**src/verilog/ubrg_pkg.sv**
```systemverilog
// Purpose: constants for the serial port bit-rate generator
// Assumes: 100 MHz system clock, byte-wide register port
// Notes: registers are private offsets on a plain strobe port
// Overview of operation
// - A dedicated 16-bit timer produces bit timing for the serial port.
// - Timer runs freely; period comes from software-written high and low registers.
// - Range bit 1 divides clock by 4(n+1); bit 0 by 16(n+1).
// - Any write to the period pair clears the timer at once.
// - Auto-detect logic may load the period instead of software.
package ubrg_pkg;
  localparam logic [1:0] UBRG_OFS_PERIOD_LOW = 2'h0;
  localparam logic [1:0] UBRG_OFS_PERIOD_HIGH = 2'h1;
  localparam logic [1:0] UBRG_OFS_CONTROL = 2'h2;
  localparam logic [1:0] UBRG_OFS_STATUS = 2'h3;
  localparam int UBRG_BIT_RANGE = 0;
  localparam int UBRG_BIT_IDLE = 0;
  localparam logic [15:0] UBRG_PERIOD_RST = 16'h0000;
  localparam logic [3:0] UBRG_SUB_HIGH = 4'h3;
  localparam logic [3:0] UBRG_SUB_NORMAL = 4'hF;
  typedef enum logic [0:0] {UBRG_RUN, UBRG_RESTART} ubrg_mode_t;
endpackage

```
**src/verilog/ubrg_counter.sv**
```systemverilog
// Purpose: reloadable down counter with expiry strobe
// Assumes: synchronous active-high reset
// Notes: clear takes priority over counting
`timescale 1ns/100ps
module ubrg_counter #(
  parameter int W = 16
) (
  // Clock and reset
  input wire logic clock,
  input wire logic reset,
  // Control
  input wire logic clear,
  input wire logic step,
  input wire logic [W-1:0] load,
  // Result
  output logic expire
);
  typedef struct packed {
    logic [W-1:0] cnt;
  } ubrg_cnt_t;
  ubrg_cnt_t s_r, s_nxt;
  always_comb begin
    s_nxt = s_r;
    if (clear) begin
      s_nxt.cnt = load;
    end else if (step) begin
      if (s_r.cnt == '0) begin
        s_nxt.cnt = load;
      end else begin
        s_nxt.cnt = s_r.cnt - W'(1);
      end
    end
  end
  assign expire = step && !clear && (s_r.cnt == '0);
  always_ff @(posedge clock) begin
    if (reset) begin
      s_r <= '0;
    end else begin
      s_r <= s_nxt;
    end
  end
endmodule

```
**src/verilog/ubrg_top.sv**
```systemverilog
// Purpose: bit-rate generator for the asynchronous serial port
// Assumes: register strobes one cycle, never together
// Notes: sample_tick at 4 or 16 per bit, bit_tick once per bit
//
// Chosen here: the address map and the address-and-strobe port.
`timescale 1ns/100ps
module ubrg_top
  import ubrg_pkg::*;
(
  // Clock and reset
  input wire logic clock,
  input wire logic reset,
  // Register port
  input wire logic [1:0] reg_addr,
  input wire logic [7:0] reg_wdata,
  input wire logic reg_write,
  input wire logic reg_read,
  output logic [7:0] reg_rdata,
  // Auto-detect load
  input wire logic auto_load,
  input wire logic [15:0] auto_period,
  // Serial logic status
  input wire logic receiver_idle_flag,
  // Timing outputs
  output logic sample_tick,
  output logic bit_tick,
  output logic rate_range_select
);
  typedef struct packed {
    logic [15:0] period;
    logic range;
    logic [3:0] sub;
    logic [7:0] rdata;
    logic tick;
    logic btick;
    ubrg_mode_t mode;
  } ubrg_state_t;
  ubrg_state_t s_r, s_nxt;
  logic period_wr;
  logic expire;
  logic [15:0] load_val;
  // Period writes and auto loads restart the timer
  assign period_wr = (reg_write && (reg_addr == UBRG_OFS_PERIOD_LOW || reg_addr == UBRG_OFS_PERIOD_HIGH))
    || auto_load;
  always_comb begin
    load_val = s_r.period;
    if (auto_load) begin
      load_val = auto_period;
    end else if (reg_write && reg_addr == UBRG_OFS_PERIOD_LOW) begin
      load_val = {s_r.period[15:8], reg_wdata};
    end else if (reg_write && reg_addr == UBRG_OFS_PERIOD_HIGH) begin
      load_val = {reg_wdata, s_r.period[7:0]};
    end
  end
  // Free running period timer
  ubrg_counter #(.W(16)) u_timer (
    .clock(clock),
    .reset(reset),
    .clear(period_wr),
    .step(1'b1),
    .load(load_val),
    .expire(expire)
  );
  always_comb begin
    s_nxt = s_r;
    s_nxt.tick = 1'b0;
    s_nxt.btick = 1'b0;
    s_nxt.rdata = 8'h00;
    s_nxt.period = load_val;
    if (reg_write && reg_addr == UBRG_OFS_CONTROL) begin
      s_nxt.range = reg_wdata[UBRG_BIT_RANGE];
      s_nxt.sub = 4'h0;
    end
    case (s_r.mode)
      UBRG_RUN: begin
        if (period_wr) begin
          s_nxt.sub = 4'h0;
          s_nxt.mode = UBRG_RESTART;
        end else if (expire) begin
          s_nxt.tick = 1'b1;
          // Range sets ticks per bit
          if (s_r.sub >= (s_r.range ? UBRG_SUB_HIGH : UBRG_SUB_NORMAL)) begin
            s_nxt.sub = 4'h0;
            s_nxt.btick = 1'b1;
          end else begin
            s_nxt.sub = s_r.sub + 4'h1;
          end
        end
      end
      UBRG_RESTART: begin
        s_nxt.mode = UBRG_RUN;
      end
      default: begin
        s_nxt.mode = UBRG_RUN;
      end
    endcase
    if (reg_read) begin
      case (reg_addr)
        UBRG_OFS_PERIOD_LOW: s_nxt.rdata = s_r.period[7:0];
        UBRG_OFS_PERIOD_HIGH: s_nxt.rdata = s_r.period[15:8];
        UBRG_OFS_CONTROL: s_nxt.rdata = {7'h00, s_r.range};
        UBRG_OFS_STATUS: s_nxt.rdata = {7'h00, receiver_idle_flag};
        default: s_nxt.rdata = 8'h00;
      endcase
    end
  end
  always_ff @(posedge clock) begin
    if (reset) begin
      s_r <= '{period: UBRG_PERIOD_RST, range: 1'b0, sub: 4'h0, rdata: 8'h00,
               tick: 1'b0, btick: 1'b0, mode: UBRG_RUN};
    end else begin
      s_r <= s_nxt;
    end
  end
  assign reg_rdata = s_r.rdata;
  assign sample_tick = s_r.tick;
  assign bit_tick = s_r.btick;
  assign rate_range_select = s_r.range;

  property p_tick_follows_expire;
    @(posedge clock) disable iff (reset)
      (expire && !period_wr && s_r.mode == UBRG_RUN) |=> sample_tick;
  endproperty
  a_tick_follows_expire: assert property (p_tick_follows_expire) else $error("tick missing after expiry");
  property p_tick_single;
    @(posedge clock) disable iff (reset) sample_tick |=> !sample_tick || s_r.period == 16'h0000;
  endproperty
  a_tick_single: assert property (p_tick_single) else $error("tick too long");
  property p_write_restart;
    @(posedge clock) disable iff (reset) period_wr |=> !sample_tick && !bit_tick;
  endproperty
  a_write_restart: assert property (p_write_restart) else $error("tick right after period write");
  property p_write_stores;
    @(posedge clock) disable iff (reset)
      (reg_write && reg_addr == UBRG_OFS_PERIOD_LOW && !auto_load) |=> s_r.period[7:0] == $past(reg_wdata);
  endproperty
  a_write_stores: assert property (p_write_stores) else $error("low period not stored");
  property p_auto_stores;
    @(posedge clock) disable iff (reset) auto_load |=> s_r.period == $past(auto_period);
  endproperty
  a_auto_stores: assert property (p_auto_stores) else $error("auto period not stored");
  property p_bit_needs_tick;
    @(posedge clock) disable iff (reset) bit_tick |-> sample_tick;
  endproperty
  a_bit_needs_tick: assert property (p_bit_needs_tick) else $error("bit tick without sample tick");
  property p_high_range_ratio;
    @(posedge clock) disable iff (reset) (rate_range_select && s_r.sub > UBRG_SUB_HIGH) |=> s_r.sub == 4'h0;
  endproperty
  a_high_range_ratio: assert property (p_high_range_ratio) else $error("high range count overrun");
  property p_period_zero_rate;
    @(posedge clock) disable iff (reset)
      (s_r.period == 16'h0000 && $stable(s_r.period) && !period_wr && $past(!period_wr) && s_r.mode == UBRG_RUN
       && $past(s_r.mode) == UBRG_RUN) |=> sample_tick;
  endproperty
  a_period_zero_rate: assert property (p_period_zero_rate) else $error("period zero not every cycle");
endmodule
```
**config.mk**
```make
export PLATFORM = sky130hd
export DESIGN_NAME = ubrg_top
export DESIGN_NICKNAME = d
export VERILOG_FILES = /design/src/verilog/ubrg_pkg.sv /design/src/verilog/ubrg_counter.sv /design/src/verilog/ubrg_top.sv
export SDC_FILE = /design/constraint.sdc
export NUM_CORES = 1
export LEC_CHECK = 0
export ABC_AREA = 1
export BUFFER_PORTS_ARGS = -buffer_cell sky130_fd_sc_hd__buf_2
export CAP_MARGIN = 20
export CORE_UTILIZATION = 57
export CTS_BUF_LIST = sky130_fd_sc_hd__clkbuf_16
export CTS_CLUSTER_SIZE = 24
export DETAILED_ROUTE_END_ITERATION = 8
export PLACE_DENSITY = 0.81
export SLEW_MARGIN = 25
export SYNTH_ARGS = -nofsm -noshare
export SYNTH_HDL_FRONTEND = slang
export SYNTH_SLANG_ARGS = --single-unit
```
**constraint.sdc**
```tcl
create_clock -name clock -period 2 [get_ports clock]
set_input_delay 0.3 -clock clock [delete_from_list [all_inputs] [get_ports clock]]
set_output_delay 0.3 -clock clock [all_outputs]
set_load 0.05 [all_outputs]
```
Yosys cells after proc, flatten, opt, wreduce, memory -nomap -nowiden:

Cells that the tools add are included.

* flip-flop bits (word level): 48
* memory bits (writable): 0
* ROM bits: 0
* memories: 0
* bits in latches: 0
* logic and storage cells: 46

* eq/ne operators: 3
* $lt $le $gt $ge: 1
* bitwise logic cells: 3
* shift-type cells: 0
* $add $sub $neg: 2
* divide/modulo/power cells: 0
* $mul: 0
* reduce and logical (&&, ||, !) cells: 13
* muxes and demuxes: 16

Operators with widths (count)
* 16-bit 2-to-1 mux: 5
* 8-bit case mux with 4 select lines: 1
* 4-bit 2-to-1 mux: 6
* 16-bit zero test: 1
* 16-bit by 1-bit subtractor with 16-bit output (second input constant): 1
* 1-bit logical AND: 5
* 4-bit by 1-bit adder with 4-bit output (second input constant): 1
* 2-bit == test (second input constant): 2
* 4-bit >= comparator: 1
* 4-bit OR reduction: 1
* 1-bit inverter: 3
* 3-bit OR reduction: 1
* 2-bit by 1-bit == test with 1-bit output (second input constant): 1
* 2-bit zero test: 1
* 1-bit logical OR: 2
* 1-bit 2-to-1 mux: 2
* 2-bit 2-to-1 mux: 1
* 1-bit case mux with 2 select lines: 1
* 2-bit OR reduction: 1
* 1-bit zero test: 1

Longest topological paths before layout:

* depth after elaboration: 9
* depth in mapped cells: 12

Cells and area by module:

Synthesis repeated with hierarchy kept, for this count alone.

* cell total of the unflattened synthesis: 452
* area, all modules: 2992.9 um^2

By module, submodules not included
* ubrg_top: instances 1, cells an instance 238, area an instance 1741.7 um^2
* ubrg_counter: instances 1, cells an instance 214, area an instance 1251.2 um^2

Worst setup path after synthesis:

OpenSTA, ideal clock, no wires.

* path type: reg2reg
* from: register s_r (netlist bit rate_range_select)
* to: register s_r[11] (netlist name)
* library setup time: 0.071 ns
* cell stages (with the launch flop): 8
* slack: 0.300 ns
* arrival time: 1.629 ns
* cells stage by stage: dfxtp_1 -> ha_1 -> a21oi_1 -> and2_1 -> nand3_1 -> nand2_1 -> nand2_1 -> a21oi_1

* word-level cells in the longest chain between the ends: 6

Ends and longest elaborated chain
* from (decl): line ubrg_top.sv:38 `ubrg_state_t s_r, s_nxt;`
* from (signal assigned): line ubrg_top.sv:109 `s_r <= '{period: UBRG_PERIOD_RST, range: 1'b0, sub: 4'h0, rdata: 8'h00,`
* from (signal assigned): line ubrg_top.sv:112 `s_r <= s_nxt;`
* 4-bit 2-to-1 mux: line ubrg_top.sv:82 `if (s_r.sub >= (s_r.range ? UBRG_SUB_HIGH : UBRG_SUB_NORMAL)) begin`
* 4-bit >= comparator: line ubrg_top.sv:82
* 4-bit 2-to-1 mux: line ubrg_top.sv:82
* 4-bit 2-to-1 mux: line ubrg_top.sv:79 `end else if (expire) begin`
* 4-bit 2-to-1 mux: line ubrg_top.sv:76 `if (period_wr) begin`
* 4-bit 2-to-1 mux: line ubrg_top.sv:74 `case (s_r.mode)`

Every way passes these cells.
A chain may end at the register's enable or synchronous reset.

Worst setup path in the final report:

* from: register u_timer.s_r[0] (netlist name)
* to: register u_timer.s_r[5] (netlist name)

* word-level cells in the longest chain between the ends: 3
* elaborated cells on any way between the ends: 4
* those cells by class: 1 x add/sub; 2 x mux; 1 x reduce/logical

Ends and longest elaborated chain
* from (decl): line ubrg_counter.sv:21 `ubrg_cnt_t s_r, s_nxt;`
* from (signal assigned): line ubrg_counter.sv:39 `s_r <= s_nxt;`
* 16-bit by 1-bit subtractor with 16-bit output / 16-bit zero test (equally long branches): line ubrg_counter.sv:30, ubrg_counter.sv:27
* 16-bit 2-to-1 mux *: line ubrg_counter.sv:27 `if (s_r.cnt == '0) begin`
* 16-bit 2-to-1 mux *: line ubrg_counter.sv:24 `if (clear) begin`

Every way passes the cells marked *; elsewhere a longest branch is shown, timed or not.

==> metrics.yaml <==
synth:
  ys_seq_area_frac: 0.352
  ys_types: 33
  yosys_register_bits: 48
  synth_cells: 401
  syn_avg_cell_area_um2: 6.81
  netlist_area_mm2: 0.00273
  synth_nets: 438
  yosys_warnings: 0
clock_tree:
  clk_latency_ps: 290
  ctsResizeCount: 0
  numCtsBuffers: 5
  cts_root_buffer: "clkbuf_16"
  clock_sinks: 48
  h-tree-depth: 2
  cts_hold_buf: 0
  cts.clk_slew.worst_paths_ps: 70
  ctsLongestPathBuffers: 2
  cts_tree: "yes"
  post_cts_buffers: 0
drt:
  first_iter_violations: 350
  dr.pass1.iters: 8
  wl_per_cell_um: 13.8
  routed_wl_um: 6710
  drc: 5
  ant_nets: 0
  avgViaCountPerCell: 5.33
  vias: 2591
worst_setup_path:
  r2r_slack_ps: 280
  crit_fanout: 16
  crit_required_ps: 2190
  r2r-start: "u_timer.s_r[0]$_SDFF_PP0_"
  crit_path_start_kind: "register"
  rr_worst_depth: 11
  worstSetupPathType: "reg2reg"
  cp_cell_sequence: "inv_1 -> ha_1 -> nand2_1 -> nor2_4 -> nand2_4 -> nand2_4 -> inv_4 -> nand2_8 -> nand2_1 -> o21ai_1 -> inv_1"
  cp.arrival_ps: 1910
  slowest_stage: "dfxtp_1"
  rr_endpoint: "u_timer.s_r[5]$_SDFF_PP0_"
  worstSetupEndpointType: "register"
  slowest_delay_ps: 310
flow_run:
  drv_cap: 0
worst_hold_path:
  min_from: "auto_period[1]"
  min_path_type: "in2reg"
  min_path_cells: 5
  hold_end: "s_r[17]$_SDFF_PP0_"
floorplanning:
  die-height_um: 71.2
  fp.dieArea_mm2: 0.00508
  num_io_pins: 43
  rows: 24
  fp.dieW_um: 71.2
  initial_utilization: 0.611
  fp.coreArea_mm2: 0.00447
power_and_ir_drop:
  cellLeakagePower_nw: 1.60
  powerDensity_mw_per_mm2: 846
  vdd_drop_max_mv: 0.492
sta:
  rsz0062_at_grt: "no"
  min_period_over_period: 0.860
  drv_slew: 0
  slew_headroom: 0.692
  skew_ps: 6.43
  worst_pin_slew_ps: 461
  setup_tns_ps: 0
  fin_crit_ps: 1720
  max_freq_ghz: 0.581
  report.final.setup_viol: 0
  finalHoldViolCount: 0
grt:
  gr-usage-all-layers: 0.281
  grt_pass1_vias: 2325
  antenna_found_initial: 0
  grt_max_degree: 21
  grt_overflow: 0
  grt_first_pass_wirelength_um: 10900
placed_design:
  place.gp.congestion: 0.886
  dp.cells: 478
  io_buffers: 42
  dp_hpwl_um: 4770
cells_and_area:
  diodes: 0
  fin_nets: 470
  fillers: 379
  drive_above_1_share: 0.200
  final_cells: 486
  syn_to_final_growth_pct: 12.1
outcome:
  violations: "DRC"
  status: "finished, violations left"
## sequential cells by signal (all words and copies together), names as in the netlist
signal / flops
u_timer.s_r: 16
s_r: 21
sample_tick: 1
rate_range_select: 1
reg_rdata: 8
bit_tick: 1
## critical path, delay by kind of cell, from the launching register on
kind | cells | cell delay [ps]
and+or+nand+nor | 6 | 760
adders and majority gates | 1 | 200
buffers and inverters | 3 | 260
AOI/OAI and AO/OA | 1 | 90
DFF | 1 | 310
## report_power, final
| group | internal [mW] | switching [mW] |
|---|---|---|
| registers | 1.03 | 0.0675 |
| logic | 0.182 | 0.335 |
| clock network | 0.595 | 0.386 |
| total | 1.80 | 0.788 |
## layout make-up
class,instances,area [um2],area share
inverters,54,205,0.0670
clock buffers,5,125,0.0408
flip-flops and latches,48,961,0.314
multi-input cells,279,1430,0.466
clock inverters,3,46.3,0.0151
well taps,52,65.1,0.0212
repair buffers,45,233,0.0760
## cell usage in the layout, fill, tap and decap left out, types with 5 or more instances in the layout
cell	instances
nand2_1	98
nor2_1	57
inv_1	48
dfxtp_1	48
buf_2	42
nand3_1	30
o21ai_1	23
a21oi_1	15
nor2_4	7
o21ai_2	6
inv_2	5
o21ai_0	5
ha_1	5
clkbuf_16	5
## cell families (layout without fill, tap and decap cells)
family,count (synthesis),in the layout,share of synthesized area
xor gates and xnor gates,7,7,0.0224
DFF,48,48,0.352
AOI/OAI and AO/OA,54,54,0.116
adders and majority gates,5,5,0.0229
and+or+nand+nor,213,213,0.361
buffers and inverters,74,107,0.126
## metal layers
| metal | vias up | GRT usage | part of all wire |
|---|---|---|---|
| met5 | - | 0 | 0 |
| met1 | 1160 | 0.383 | 0.46 |
| li1 | 1311 | - | - |
| met3 | 9 | 0.0591 | 0.073 |
| met4 | 0 | 0.0844 | 0.013 |
| met2 | 111 | 0.451 | 0.46 |
## cells in the mapped netlist, drive strengths merged
master,n,share of area
nor3,4,0.0073
nand3,30,0.055
nand2,107,0.17
o21ai,34,0.071
a41oi,1,0.0032
buf,18,0.048
xnor2,4,0.013
a21boi,1,0.0027
a21oi,18,0.040
and2,1,0.0023
xor2,3,0.0096
dfxtp,48,0.35
inv,54,0.075
nor3b,1,0.0027
clkbuf,2,0.0027
ha,5,0.023
nor2,67,0.12
nor4,1,0.0023
nand4,2,0.0046
## worst max path at each step
stage                                    from                          to
3_3_place_gp        u_timer.s_r[0]$_SDFF_PP0_  u_timer.s_r[14]$_SDFF_PP0_
2_1_floorplan  rate_range_select$_SDFFE_PP0P_          s_r[11]$_SDFF_PP0_
5_1_grt             u_timer.s_r[0]$_SDFF_PP0_   u_timer.s_r[5]$_SDFF_PP0_
4_1_cts             u_timer.s_r[0]$_SDFF_PP0_   u_timer.s_r[5]$_SDFF_PP0_
3_5_place_dp        u_timer.s_r[0]$_SDFF_PP0_  u_timer.s_r[14]$_SDFF_PP0_
6_report            u_timer.s_r[0]$_SDFF_PP0_   u_timer.s_r[5]$_SDFF_PP0_
## metrics by stage
step / setup WS (ps) / area (um2) / total power [mW] / hold slack [ps] / util
after CTS: 301 / 3060 / 2.58 / 336 / 0.685
after detailed placement: 335 / 2890 / 1.62 / 456 / 0.646
after global routing: 144 / 3060 / 2.70 / 373 / 0.685
after global placement: 390 / 2890 / 1.61 / 449 / 0.646
after floorplan: 300 / 2730 / 1.50 / 424 / -
final: 279 / 3060 / 2.59 / 335 / 0.685
(Power assumes the default switching activity.)
